## src/verilog/np_rx_pkg.sv

```systemverilog
package np_rx_pkg;
  // Widths
  localparam int ADDR_W = 10;
  localparam int DATA_W = 16;
  localparam int CNT_W = 2;
  // Register offsets
  localparam logic [ADDR_W-1:0] PARTNER_NP_OFS = 10'h0de;
  localparam logic [ADDR_W-1:0] CTRL_OFS = 10'h1f0;
  // Link code word field positions
  localparam int MORE_PAGES_BIT = 15;
  localparam int ACK_BIT = 14;
  localparam int MSG_PAGE_BIT = 13;
  localparam int COMPLY_BIT = 12;
  localparam int TOGGLE_BIT = 11;
  localparam int CODE_HI = 10;
  localparam int CODE_LO = 0;
  // Control register fields
  localparam int CTRL_CAPTURE_EN_BIT = 0;
  localparam int CTRL_TOGGLE_CLR_BIT = 1;
  localparam int STAT_TOGGLE_ERR_BIT = 8;
  // Reset values
  localparam logic [DATA_W-1:0] PARTNER_NP_RST = 16'h0000;
  localparam logic CTRL_CAPTURE_RST = 1'b1;
  // Matching bursts needed before acknowledge
  localparam logic [CNT_W-1:0] CONSIST_BURSTS = 2'h3;

  // Word with acknowledge bit masked out for comparison
  function automatic logic [DATA_W-1:0] no_ack(input logic [DATA_W-1:0] w);
    logic [DATA_W-1:0] r;
    r = w;
    r[ACK_BIT] = 1'b0;
    return r;
  endfunction
endpackage

```

## src/verilog/np_burst_match.sv

```systemverilog
module np_burst_match
  import np_rx_pkg::*;
(
  // Clock, reset, enable
  input wire logic i_ref_clk,
  input wire logic i_nrst,
  input wire logic i_ce,
  // Received bursts
  input wire logic i_burst_valid,
  input wire logic [np_rx_pkg::DATA_W-1:0] i_burst_word,
  // Match state
  output logic [np_rx_pkg::CNT_W-1:0] o_match_cnt,
  output logic o_stable_pulse
);
  import np_rx_pkg::*;

  logic [DATA_W-1:0] last_q, last_d;
  logic [CNT_W-1:0] cnt_q, cnt_d;
  logic pulse_q, pulse_d;

  ////////////////////////////////////////////////////////////////////////////
  // Count consecutive consistent bursts, acknowledge bit ignored
  always_comb begin
    last_d = last_q;
    cnt_d = cnt_q;
    pulse_d = 1'b0;
    if (i_burst_valid) begin
      last_d = i_burst_word;
      if (cnt_q != '0 && no_ack(i_burst_word) == no_ack(last_q)) begin
        if (cnt_q != CONSIST_BURSTS) begin
          cnt_d = cnt_q + 2'h1;
          pulse_d = (cnt_q + 2'h1) == CONSIST_BURSTS;
        end
      end else begin
        cnt_d = 2'h1;
      end
    end
  end

  always_ff @(posedge i_ref_clk) begin
    if (!i_nrst) begin
      last_q <= '0;
      cnt_q <= '0;
      pulse_q <= 1'b0;
    end else if (i_ce) begin
      last_q <= last_d;
      cnt_q <= cnt_d;
      pulse_q <= pulse_d;
    end
  end

  assign o_match_cnt = cnt_q;
  assign o_stable_pulse = pulse_q;
endmodule // np_burst_match

```

## src/verilog/partner_next_page_status.sv

```systemverilog
// Contract
// - Bit 15 reports received more-pages flag; one means more pages follow.
// - Acknowledge sits in bit 14 regardless of selector or encoding.
// - Acknowledge set only after three consecutive matching bursts, ack ignored.
// - Bit 13 reports message page (one) or unformatted page (zero).
// - Bit 12 reports partner's can-comply flag.
// - Can-comply reads one when partner complies, zero otherwise.
// - Bit 11 toggle must invert previous word's toggle; mismatch is flagged.
// - Bits 10 to 0 hold the read-only 11-bit code field.
//
// The implementer's own choice: strobed register access.
module partner_next_page_status
  import np_rx_pkg::*;
(
  // Clock, reset, enable
  input wire logic i_ref_clk,
  input wire logic i_nrst,
  input wire logic i_ce,
  // Register port
  input wire logic [np_rx_pkg::ADDR_W-1:0] i_addr,
  input wire logic [np_rx_pkg::DATA_W-1:0] i_wdata,
  input wire logic i_wr,
  input wire logic i_rd,
  output logic [np_rx_pkg::DATA_W-1:0] o_rdata,
  // Link side
  input wire logic i_burst_valid,
  input wire logic [np_rx_pkg::DATA_W-1:0] i_burst_word,
  input wire logic i_np_pending,
  output logic o_ack_tx,
  output logic o_page_stored,
  output logic o_toggle_err
);
  import np_rx_pkg::*;

  logic [CNT_W-1:0] match_cnt;
  logic stable_pulse;
  logic [DATA_W-1:0] stable_word_q, stable_word_d;
  logic [DATA_W-1:0] page_q, page_d;
  logic [DATA_W-1:0] rdata_q, rdata_d;
  logic have_prev_q, have_prev_d;
  logic prev_tgl_q, prev_tgl_d;
  logic tgl_err_q, tgl_err_d;
  logic capture_en_q, capture_en_d;
  logic ack_q, ack_d;
  logic stored_q, stored_d;
  logic store;
  logic tgl_bad;

  np_burst_match u_match (
    .i_ref_clk(i_ref_clk),
    .i_nrst(i_nrst),
    .i_ce(i_ce),
    .i_burst_valid(i_burst_valid),
    .i_burst_word(i_burst_word),
    .o_match_cnt(match_cnt),
    .o_stable_pulse(stable_pulse)
  );

  ////////////////////////////////////////////////////////////////////////////
  // Page capture and toggle tracking
  always_comb begin
    stable_word_d = i_burst_valid ? i_burst_word : stable_word_q;
    tgl_bad = have_prev_q && (stable_word_q[TOGGLE_BIT] == prev_tgl_q);
    store = stable_pulse && capture_en_q && !tgl_bad;
    page_d = page_q;
    have_prev_d = have_prev_q;
    prev_tgl_d = prev_tgl_q;
    tgl_err_d = tgl_err_q;
    if (i_wr && i_addr == CTRL_OFS && i_wdata[CTRL_TOGGLE_CLR_BIT]) begin
      tgl_err_d = 1'b0;
    end
    if (stable_pulse && capture_en_q && tgl_bad) begin
      tgl_err_d = 1'b1;
    end
    if (store) begin
      page_d = stable_word_q;
      have_prev_d = 1'b1;
      prev_tgl_d = stable_word_q[TOGGLE_BIT];
    end
    stored_d = store;
    ack_d = (match_cnt == CONSIST_BURSTS) && !i_np_pending;
  end

  ////////////////////////////////////////////////////////////////////////////
  // Register port, partner page is read-only
  always_comb begin
    capture_en_d = capture_en_q;
    rdata_d = '0;
    if (i_wr && i_addr == CTRL_OFS) begin
      capture_en_d = i_wdata[CTRL_CAPTURE_EN_BIT];
    end
    if (i_rd) begin
      case (i_addr)
        PARTNER_NP_OFS: rdata_d = page_q;
        CTRL_OFS: begin
          rdata_d[CTRL_CAPTURE_EN_BIT] = capture_en_q;
          rdata_d[STAT_TOGGLE_ERR_BIT] = tgl_err_q;
        end
        default: rdata_d = '0;
      endcase
    end
  end

  always_ff @(posedge i_ref_clk) begin
    if (!i_nrst) begin
      stable_word_q <= '0;
      page_q <= PARTNER_NP_RST;
      rdata_q <= '0;
      have_prev_q <= 1'b0;
      prev_tgl_q <= 1'b0;
      tgl_err_q <= 1'b0;
      capture_en_q <= CTRL_CAPTURE_RST;
      ack_q <= 1'b0;
      stored_q <= 1'b0;
    end else if (i_ce) begin
      stable_word_q <= stable_word_d;
      page_q <= page_d;
      rdata_q <= rdata_d;
      have_prev_q <= have_prev_d;
      prev_tgl_q <= prev_tgl_d;
      tgl_err_q <= tgl_err_d;
      capture_en_q <= capture_en_d;
      ack_q <= ack_d;
      stored_q <= stored_d;
    end
  end

  assign o_rdata = rdata_q;
  assign o_ack_tx = ack_q;
  assign o_page_stored = stored_q;
  assign o_toggle_err = tgl_err_q;
endmodule // partner_next_page_status

```

## config.mk

```make
export PLATFORM = sky130hd
export DESIGN_NAME = partner_next_page_status
export DESIGN_NICKNAME = d
export VERILOG_FILES = /design/src/verilog/np_rx_pkg.sv /design/src/verilog/np_burst_match.sv /design/src/verilog/partner_next_page_status.sv
export SDC_FILE = /design/constraint.sdc
export NUM_CORES = 1
export LEC_CHECK = 0
export ABC_AREA = 0
export BUFFER_PORTS_ARGS = -buffer_cell sky130_fd_sc_hd__buf_2
export CAP_MARGIN = 20
export CELL_PAD_IN_SITES_DETAIL_PLACEMENT = 1
export CELL_PAD_IN_SITES_GLOBAL_PLACEMENT = 1
export CORE_UTILIZATION = 41
export CTS_CLUSTER_DIAMETER = 80
export DETAILED_ROUTE_END_ITERATION = 8
export PLACE_DENSITY = 0.85
export SETUP_SLACK_MARGIN = 0.1
export SYNTH_ARGS = -nofsm -noshare
export SYNTH_HDL_FRONTEND = slang
export SYNTH_SLANG_ARGS = --single-unit
```

## constraint.sdc

```tcl
create_clock -name i_ref_clk -period 2.9 [get_ports i_ref_clk]
set_input_delay 0.58 -clock i_ref_clk [delete_from_list [all_inputs] [get_ports i_ref_clk]]
set_output_delay 0.58 -clock i_ref_clk [all_outputs]
set_load 0.05 [all_outputs]
```

After elaboration in Yosys (flattened, before gate mapping)
Index checks and enable logic that the tools add are counted.

word-level totals
  input port bits = 49
  bits in registers = 57
  output and inout port bits = 19
  logic and storage cells = 49

cells by class
  reduce and logical (&&, ||, !) cells = 17
  eq/ne operators = 8
  mux-type cells = 12
  add/subtract/negate cells = 1

operators with widths
  kind                   number
  $mux W16               1
  $eq A15 B15 Y1         1
  $mux W7                2
  $eq A10 B8 Y1 const B  1
  $eq A10 B9 Y1 const B  1
  $logic_and A1 B1 Y1    8
  $reduce_and A2 Y1      4
  $mux W1                5
  $eq A2 B2 Y1 const B   2
  $mux W2                2
  $ne A2 B2 Y1 const B   2
  $pmux W1 S2            2
  $reduce_bool A2 Y1     2
  $reduce_and A3 Y1      1
  $add A2 B1 Y2 const B  1
  $logic_not A1 Y1       2
  $eq A1 B1 Y1           1

Logic depth before layout (Yosys ltp)
Gate-level depths: netlist (run 1).

  depth after elaboration = 5
  gate-level depth with buffers = 7
  depth with buffers taken out = 6

Cells and area by module
A second synthesis (run 1) with hierarchy kept.

unflattened totals
  cells, all modules = 350
  area, all modules = 3066.7 um^2

by module, submodules not included
  module                    cells an instance  sequential area each (um^2)  instances  area an instance (um^2)
  partner_next_page_status  244                1061.0                       1          2144.6
  np_burst_match            106                360.3                        1          922.1

Least setup slack after synthesis (run 1)
No wires, ideal clock.

  path type = input port to flip-flop
  start = input port i_burst_word[1] in the netlist's numbering
  end = register u_match.cnt_q[0] (netlist: u_match.o_match_cnt[0])
  setup time = 0.116 ns
  buffers on the path = 0
  data arrival time = 1.706 ns
  path slack = 1.078 ns
  cell stages on the path = 5
  required time = 2.784 ns
  cells stage by stage = xor2_1 > or4_4 > nor4_4 > a21oi_1 > o211a_1

between the ends
  word-level cells in the longest chain between the ends = 4
  elaborated cells between the ends (all ways) = 5
  classes of those cells = 2 x eq/ne; 1 x mux; 2 x reduce/logical

RTL lines
  what                                RTL line                        source
  from (decl)                         partner_next_page_status.sv:27  input wire logic [np_rx_pkg::DATA_W-1:0] i_burst_word,
  $eq A15 B15 Y1 (*)                  np_burst_match.sv:29            if (cnt_q != '0 && no_ack(i_burst_word) == no_ack(last_q)) begin
  $logic_and A1 B1 Y1 (*)             np_burst_match.sv:29
  $ne A2 B2 Y1 (no source line)       n/a
  $reduce_and A3 Y1 (no source line)  n/a
  to (signal assigned)                np_burst_match.sv:47            cnt_q <= cnt_d;
  to (decl)                           np_burst_match.sv:18            logic [CNT_W-1:0] cnt_q, cnt_d;

Mark *: on every way between the ends. The rest lies on a longest branch, timed or not.
A chain may end at the register's enable or synchronous reset.

Final worst setup path (run 1)
  start = register u_match.cnt_q[0] (netlist: u_match.o_match_cnt[0])
  end = register u_match.cnt_q[0] (netlist: u_match.o_match_cnt[0])

between the ends
  word-level cells in the longest chain between the ends = 4
  elaborated cells between the ends (all ways) = 8
  classes of those cells = 1 x add/sub; 2 x eq/ne; 2 x mux; 3 x reduce/logical

RTL lines
  what
  parallel branches: the longest is 4 deep, another holds $add A2 B1 Y2

Parallel ways; which one is timed is not known. The select of a mux whose other input is x is not followed.

==> flow_metrics.py, run 1 <==
metrics = {
    "drt": {
        "totalWireLength_um": 5510,
        "firstDrtPassIters": 4,
        "vias_per_cell": 5.21,
        "wl_per_cell_um": 14.9,
        "drt_iter0_drc": 112,
        "ant_nets": 0,
        "vias": 1921,
        "drc": 0,
    },
    "global_route": {
        "track_usage_pct": 19.9,
        "gr-max-usage-layer": "met2",
        "antenna_found_initial": 0,
        "grt_max_degree": 39,
        "use_met1_pct": 25.2,
        "grt_pass1_vias": 1945,
        "grt.met3_usage_pct": 3.84,
        "met2_usage_pct": 32.7,
        "grt_pass1_wl_um": 9410,
        "grt_overflow": 0,
    },
    "timing": {
        "finalCriticalPeriod_ns": 1.89,
        "final.setup.tns_ns": 0,
        "worstMarginPinSlew_ns": 0.632,
        "max_slew_margin_pct": 57.7,
        "hold_viol": 0,
        "fmax_mhz": 528,
        "finalSetupViolCount": 0,
        "skew_ns": 0.00778,
        "maxSlewViolCount": 0,
        "setup_ws_ns": 1.01,
        "post-route-period-util_pct": 65.3,
        "rsz0062_at_grt": "false",
    },
    "synth": {
        "synth_cells": 246,
        "synth-simple-area-share_pct": 22.1,
        "synth.distinct_cells": 34,
        "seq_area_frac_synth_pct": 47.0,
        "synth_top_family_by_area": "simple AND/OR/NAND/NOR gates",
        "synth_compound_area_share_pct": 13.2,
        "synth_mux_area_share_pct": 7.13,
        "synth_xor_area_share_pct": 5.87,
        "ys_ff_latch": 56,
        "syn_area_um2": 2390,
        "synthAdderAreaFrac_pct": 1.57,
        "ys_warn_count": 0,
        "syn-num-nets": 298,
        "avgSynthCellArea_um2": 9.70,
    },
    "final_layout": {
        "nFillCells": 674,
        "final_cell_mix": "dfxtp_1 (56), buf_2 (53), nand2_1 (37)",
        "area_growth_pct": 18.0,
        "layout.nets": 348,
        "multiInputGateArea_um2": 1190,
        "drive_gt1_share_pct": 23.6,
        "seq_area_um2": 1120,
        "antennaDiodeCount": 0,
        "final_common_cell": "dfxtp_1",
    },
    "power_and_ir_drop": {
        "intPower_mw": 1.09,
        "power.share.switching_pct": 23.0,
        "p_clk_share_pct": 36.4,
        "p_per_area_nw_per_um2": 501,
        "power.switching_mw": 0.325,
        "comb_power_share_pct": 7.5,
        "leakagePower_nw": 1.07,
        "p_seq_share_pct": 56.1,
        "ir_worst_vdd_mv": 0.244,
    },
    "min_path": {
        "hold_end": "capture_en_q",
        "min_from": "i_wdata[0]",
        "min_path_cells": 3,
        "hold_class": "input port to flip-flop",
    },
    "cts": {
        "cts_root_buf": "clkbuf_8",
        "post_cts_resized": 0,
        "clock-sinks": 56,
        "cts_buffer_depth": 2,
        "cts_tree": "yes",
        "numCtsBuffers": 5,
        "clock_latency_ns": 0.31,
        "hold_buffers": 0,
        "postCtsSetupBuffers": 0,
        "clkTransAtPathRegs_ns": 0.09,
        "htreeDepth": 2,
    },
    "placed_design": {
        "portBuffers": 53,
        "place_hpwl_um": 4100,
        "place_congestion": 0.756,
        "dpl_worst_slack_ns": 0.824,
    },
    "floorplanning": {
        "start_util_pct": 42.8,
        "design.core.area_um2": 5570,
        "fp-row-count": 27,
        "ios": 68,
        "fp.dieH_um": 78.3,
        "die_w_um": 78.3,
        "fp.dieArea_um2": 6130,
    },
    "setup_path": {
        "rrSetupSlack_ns": 1.01,
        "crit_path_end_kind": "flip-flop",
        "reg2reg_from": "u_match.o_match_cnt[0]",
        "crit_arrival_ns": 2.10,
        "cp.required_ns": 3.11,
        "r2r-end": "u_match.o_match_cnt[0]",
        "cp-start-kind": "flip-flop",
        "path_max_fanout": 4,
        "ff2ff_path_depth": 6,
        "critPathKind": "flip-flop to flip-flop",
    },
    "run_status": {
        "status": "complete, no violations",
    },
    "flow_run": {
        "drv_cap": 0,
    },
}
-- registers in the layout, summed over array words and instances, names as in the netlist --
signal and flops:
capture_en_q 1, u_match.o_match_cnt 2, have_prev_q 1, page_q 16, o_ack_tx 1, o_toggle_err 1
u_match.o_stable_pulse 1, o_rdata 16, stable_word_q 16, o_page_stored 1
-- per-layer routing --
layer	vias to the layer above	wire [um]	share of wire (%)
li1	943	-	-
met1	921	2450	45
met2	45	2710	49
met3	12	211	3.8
met4	0	128	2.3
met5	-	0	0
-- worst max path at each step --
stage / startpoint / slack, ns / endpoint / depth (start not counted)
after floorplan: i_burst_word[1] / 1.08 / u_match.o_match_cnt[0] / 5
after global placement: i_burst_word[1] / 0.85 / u_match.o_match_cnt[0] / 6
after detailed placement: i_burst_word[1] / 0.82 / u_match.o_match_cnt[0] / 6
after CTS: u_match.o_match_cnt[0] / 0.98 / u_match.o_match_cnt[0] / 6
after global routing: u_match.o_match_cnt[0] / 0.89 / u_match.o_match_cnt[0] / 6
final: u_match.o_match_cnt[0] / 1.01 / u_match.o_match_cnt[0] / 6
-- stage by stage --
step	hold WS (ns)	instances	power (mW)	util [%]	instance area (um^2)
floorplan	0.443	246	0.868	-	2390
global placement	0.461	361	0.911	48.6	2710
detailed placement	0.481	361	0.915	48.6	2710
CTS	0.470	369	1.42	50.5	2820
global route	0.510	369	1.47	50.5	2820
finish	0.477	369	1.41	50.5	2820
-- power groups by stage --
stage	combinational, mW	clock, mW	sequential (mW)
6_report	0.106	0.513	0.792
5_1_grt	0.117	0.563	0.794
4_1_cts	0.107	0.526	0.792
3_5_place_dp	0.106	0	0.809
3_3_place_gp	0.103	0	0.809
2_1_floorplan	0.0629	0	0.805
-- cell usage after synthesis, drive strengths merged --
library cell	count	area, um^2
a21boi	18	135
a21oi	3	15.0
a222oi	2	20.0
a22oi	14	105
a32o	1	10.0
a32oi	1	8.76
and2	1	6.26
buf	5	28.8
clkbuf	8	30.0
dfxtp	56	1120
ha	3	37.5
inv	5	18.8
mux2i	17	170
nand2	37	139
nand3	5	25.0
nand4	3	25.0
nand4b	2	17.5
nor2	3	18.8
nor2b	36	225
nor3b	1	12.5
nor4	3	33.8
o211a	1	10.0
o21ai	2	10.0
or3	2	12.5
or4	1	11.3
xnor2	12	105
xor2	4	35.0
-- worst max-delay path: stages (launching register included) --
cell and delay [ns]:
dfxtp_1 0.38, inv_1 0.09, ha_1 0.20, or4_4 0.54, nor4_4 0.24, a21oi_1 0.12, o211a_1 0.23
-- kinds of logic after synthesis --
family | count (synthesis)
buf+inv | 18
compound gates | 42
flops | 56
simple gates | 94
xor+xnor | 16
fa+ha+maj | 3
mux | 17
-- area by class of cell --
type	instances	area share, %
clock buffer	5	2.44
clock inverter	3	1.51
inverter	5	0.666
multi-input combinational	172	42.2
sequential	56	39.8
tap	72	3.20
timing repair buffer	56	10.2
Power figures use the tool's default switching activity.
==> run 2, diff against run 1 <==
ABC_AREA = 1   (was 0)
CORE_UTILIZATION = 36   (was 41)
PLACE_DENSITY = 0.8   (was 0.85)
clock period = 1.85 ns   (was 2.9 ns; I/O delays follow)
==> flow_metrics.py, run 2 <==
metrics = {
    "setup_path": {
        "crit_path_top_delay_cell": "dfxtp_1",
        "path_max_fanout": 4,
        "cp.required_ns": 2.06,
        "path_cells": "inv_1 > ha_1 > inv_1 > nand2_1 > nor2_1 > nand2_1 > nor2_4 > nand3_1 > nand2_2 > nand2_1 > nand2_1 > nor2_1",
        "critPathKind": "flip-flop to flip-flop",
        "cp-start-kind": "flip-flop",
        "slowest_delay_ns": 0.36,
        "crit_buf_inv": 2,
        "crit_arrival_ns": 1.78,
        "crit_family": "simple AND/OR/NAND/NOR gates",
        "crit_top_cell": "nand2_1",
        "crit_path_end_kind": "flip-flop",
    },
    "timing": {
        "hold_slack_ns": 0.270,
        "maxSlewViolCount": 0,
        "rsz0062_at_grt": "false",
        "finalCriticalPeriod_ns": 1.56,
        "hold_viol": 0,
        "finalSetupViolCount": 0,
        "skew_ns": 0.00634,
        "max_slew_margin_pct": 65.9,
        "post-route-period-util_pct": 84.6,
        "final.setup.tns_ns": 0,
        "fmax_mhz": 639,
        "worstMarginPinSlew_ns": 0.506,
    },
    "synth": {
        "ys_warn_count": 0,
        "synth.top_cell.area_share_pct": 46.1,
        "synth_most_common_cell": "nand2_1",
        "async_flop_share_pct": 0,
        "syn_area_um2": 2430,
        "avgSynthCellArea_um2": 7.13,
        "synth_top_flop_cell": "dfxtp_1",
        "seq_area_frac_synth_pct": 46.1,
        "ys_ff_latch": 56,
        "synth-edff-count": 0,
        "synth.distinct_cells": 26,
        "yosysTopAreaCell": "dfxtp_1",
        "synth_cells": 341,
        "yosys-top-cells-area": "dfxtp_1 (46%), nand2_1 (11%), a21oi_1 (8.6%)",
        "syn-num-nets": 393,
        "synthTopCellsByCount": "nand2_1 (73), dfxtp_1 (56), nor2_1 (44)",
    },
    "min_path": {
        "hold_class": "input port to flip-flop",
    },
    "drt": {
        "firstDrtPassIters": 6,
        "ant_nets": 0,
        "wl_per_cell_um": 13.7,
        "totalWireLength_um": 6490,
        "drt_iter0_drc": 96,
        "vias": 2358,
        "vias_per_cell": 4.99,
        "drc": 12,
    },
    "floorplanning": {
        "start_util_pct": 37.9,
        "fp.dieArea_um2": 7090,
        "ios": 68,
        "fp-row-count": 29,
        "fp.dieH_um": 84.2,
        "die_w_um": 84.2,
        "design.core.area_um2": 6420,
    },
    "power_and_ir_drop": {
        "power.share.switching_pct": 23.3,
        "p_clk_share_pct": 38.6,
        "comb_power_share_pct": 9.4,
        "fin_total_pwr_mw": 2.40,
        "p_seq_share_pct": 51.9,
        "ir_worst_vdd_mv": 0.314,
        "p_per_area_nw_per_um2": 823,
        "leakagePower_nw": 1.33,
        "power.switching_mw": 0.559,
        "intPower_mw": 1.84,
    },
    "final_layout": {
        "final_common_cell": "nand2_1",
        "finish.utilization_pct": 45.5,
        "area_growth_pct": 20.1,
        "layout.nets": 448,
        "drive_gt1_share_pct": 19.2,
        "nFillCells": 854,
        "fin_cells": 473,
        "final_cell_mix": "nand2_1 (72), dfxtp_1 (56), buf_2 (53)",
        "antennaDiodeCount": 0,
    },
    "cts": {
        "htreeDepth": 2,
        "cts_tree": "yes",
        "numCtsBuffers": 5,
        "cts_buffer_depth": 2,
        "cts_root_buf": "clkbuf_8",
        "clock_latency_ns": 0.31,
        "clock-sinks": 56,
        "postCtsSetupBuffers": 0,
        "clkTransAtPathRegs_ns": 0.10,
    },
    "placed_design": {
        "place_inst": 466,
        "portBuffers": 53,
        "place_hpwl_um": 4730,
        "place_congestion": 0.793,
    },
    "global_route": {
        "grt_overflow": 0,
        "grt_pass1_vias": 2328,
        "grt_max_degree": 27,
        "antenna_found_initial": 0,
        "grt_pass1_wl_um": 10900,
        "track_usage_pct": 19.3,
    },
    "flow_run": {
        "drv_cap": 0,
    },
    "run_status": {
        "violations": "design-rule violations",
        "status": "complete, but fails checks",
    },
}
-- run 2: tightest hold or removal path, delay by kind of cell --
family | cells | cell delay [ns]
AND/OR/NAND/NOR | 2 | 0.11
buffers and inverters | 1 | 0.08
-- run 2: layout make-up --
type                       instances  area, um^2  area share (%)
sequential                        56        1120            38.4
multi-input combinational        233        1100            37.8
timing repair buffer              60         318            10.9
inverter                          40         150            5.14
tap                               77        96.3            3.30
clock buffer                       5        68.8            2.36
clock inverter                     2        60.1            2.06
-- run 2: cell families (layout without fill, tap and decap cells) --
group / after synthesis / count (layout) / share of synthesized area (%)
simple gates: 151 / 151 / 27.1
compound gates: 79 / 79 / 16.4
flops: 56 / 56 / 46.1
buf+inv: 52 / 107 / 8.85
fa+ha+maj: 3 / 3 / 1.54
-- run 2: through the flow --
stage	setup slack (ns)	instance area, um^2
6_report	0.285	2920
4_1_cts	0.142	2910
3_5_place_dp	0.159	2780
3_3_place_gp	0.247	2780
5_1_grt	0.128	2920
2_1_floorplan	0.440	2430
-- run 2: per-layer routing --
| metal | wire (um) | part of all wire, % | track usage, % | vias to the layer above |
|---|---|---|---|---|
| met3 | 238 | 3.7 | 3.34 | 9 |
| met1 | 3100 | 48 | 24.9 | 1091 |
| met2 | 3070 | 47 | 33.1 | 46 |
| met5 | 0 | 0 | 0 | - |
| li1 | - | - | - | 1212 |
| met4 | 87 | 1.3 | 5.64 | 0 |
-- run 2: final timing paths --
check | start | end | slack [ns] | cells after the start
max | u_match.o_match_cnt[0] | u_match.o_match_cnt[1] | 0.29 | 12
min reg2reg | o_rdata[2] | o_rdata[2] | 0.47 | 2
min | i_wdata[0] | capture_en_q | 0.27 | 3
max reg2reg | u_match.o_match_cnt[0] | u_match.o_match_cnt[1] | 0.29 | 12
-- run 2: repair_timing --
item                                    4_1_cts  5_1_grt
gates resized for setup                       0        3
endpoints found under the setup margin        0        2
hold buffers                                  0        0
-- run 2: power groups by stage --
stage	combinational [mW]	sequential (mW)	clock, mW
finish	0.227	1.25	0.929
global route	0.261	1.25	1.00
CTS	0.228	1.25	0.949
detailed placement	0.224	1.28	0
global placement	0.215	1.27	0
floorplan	0.128	1.27	0
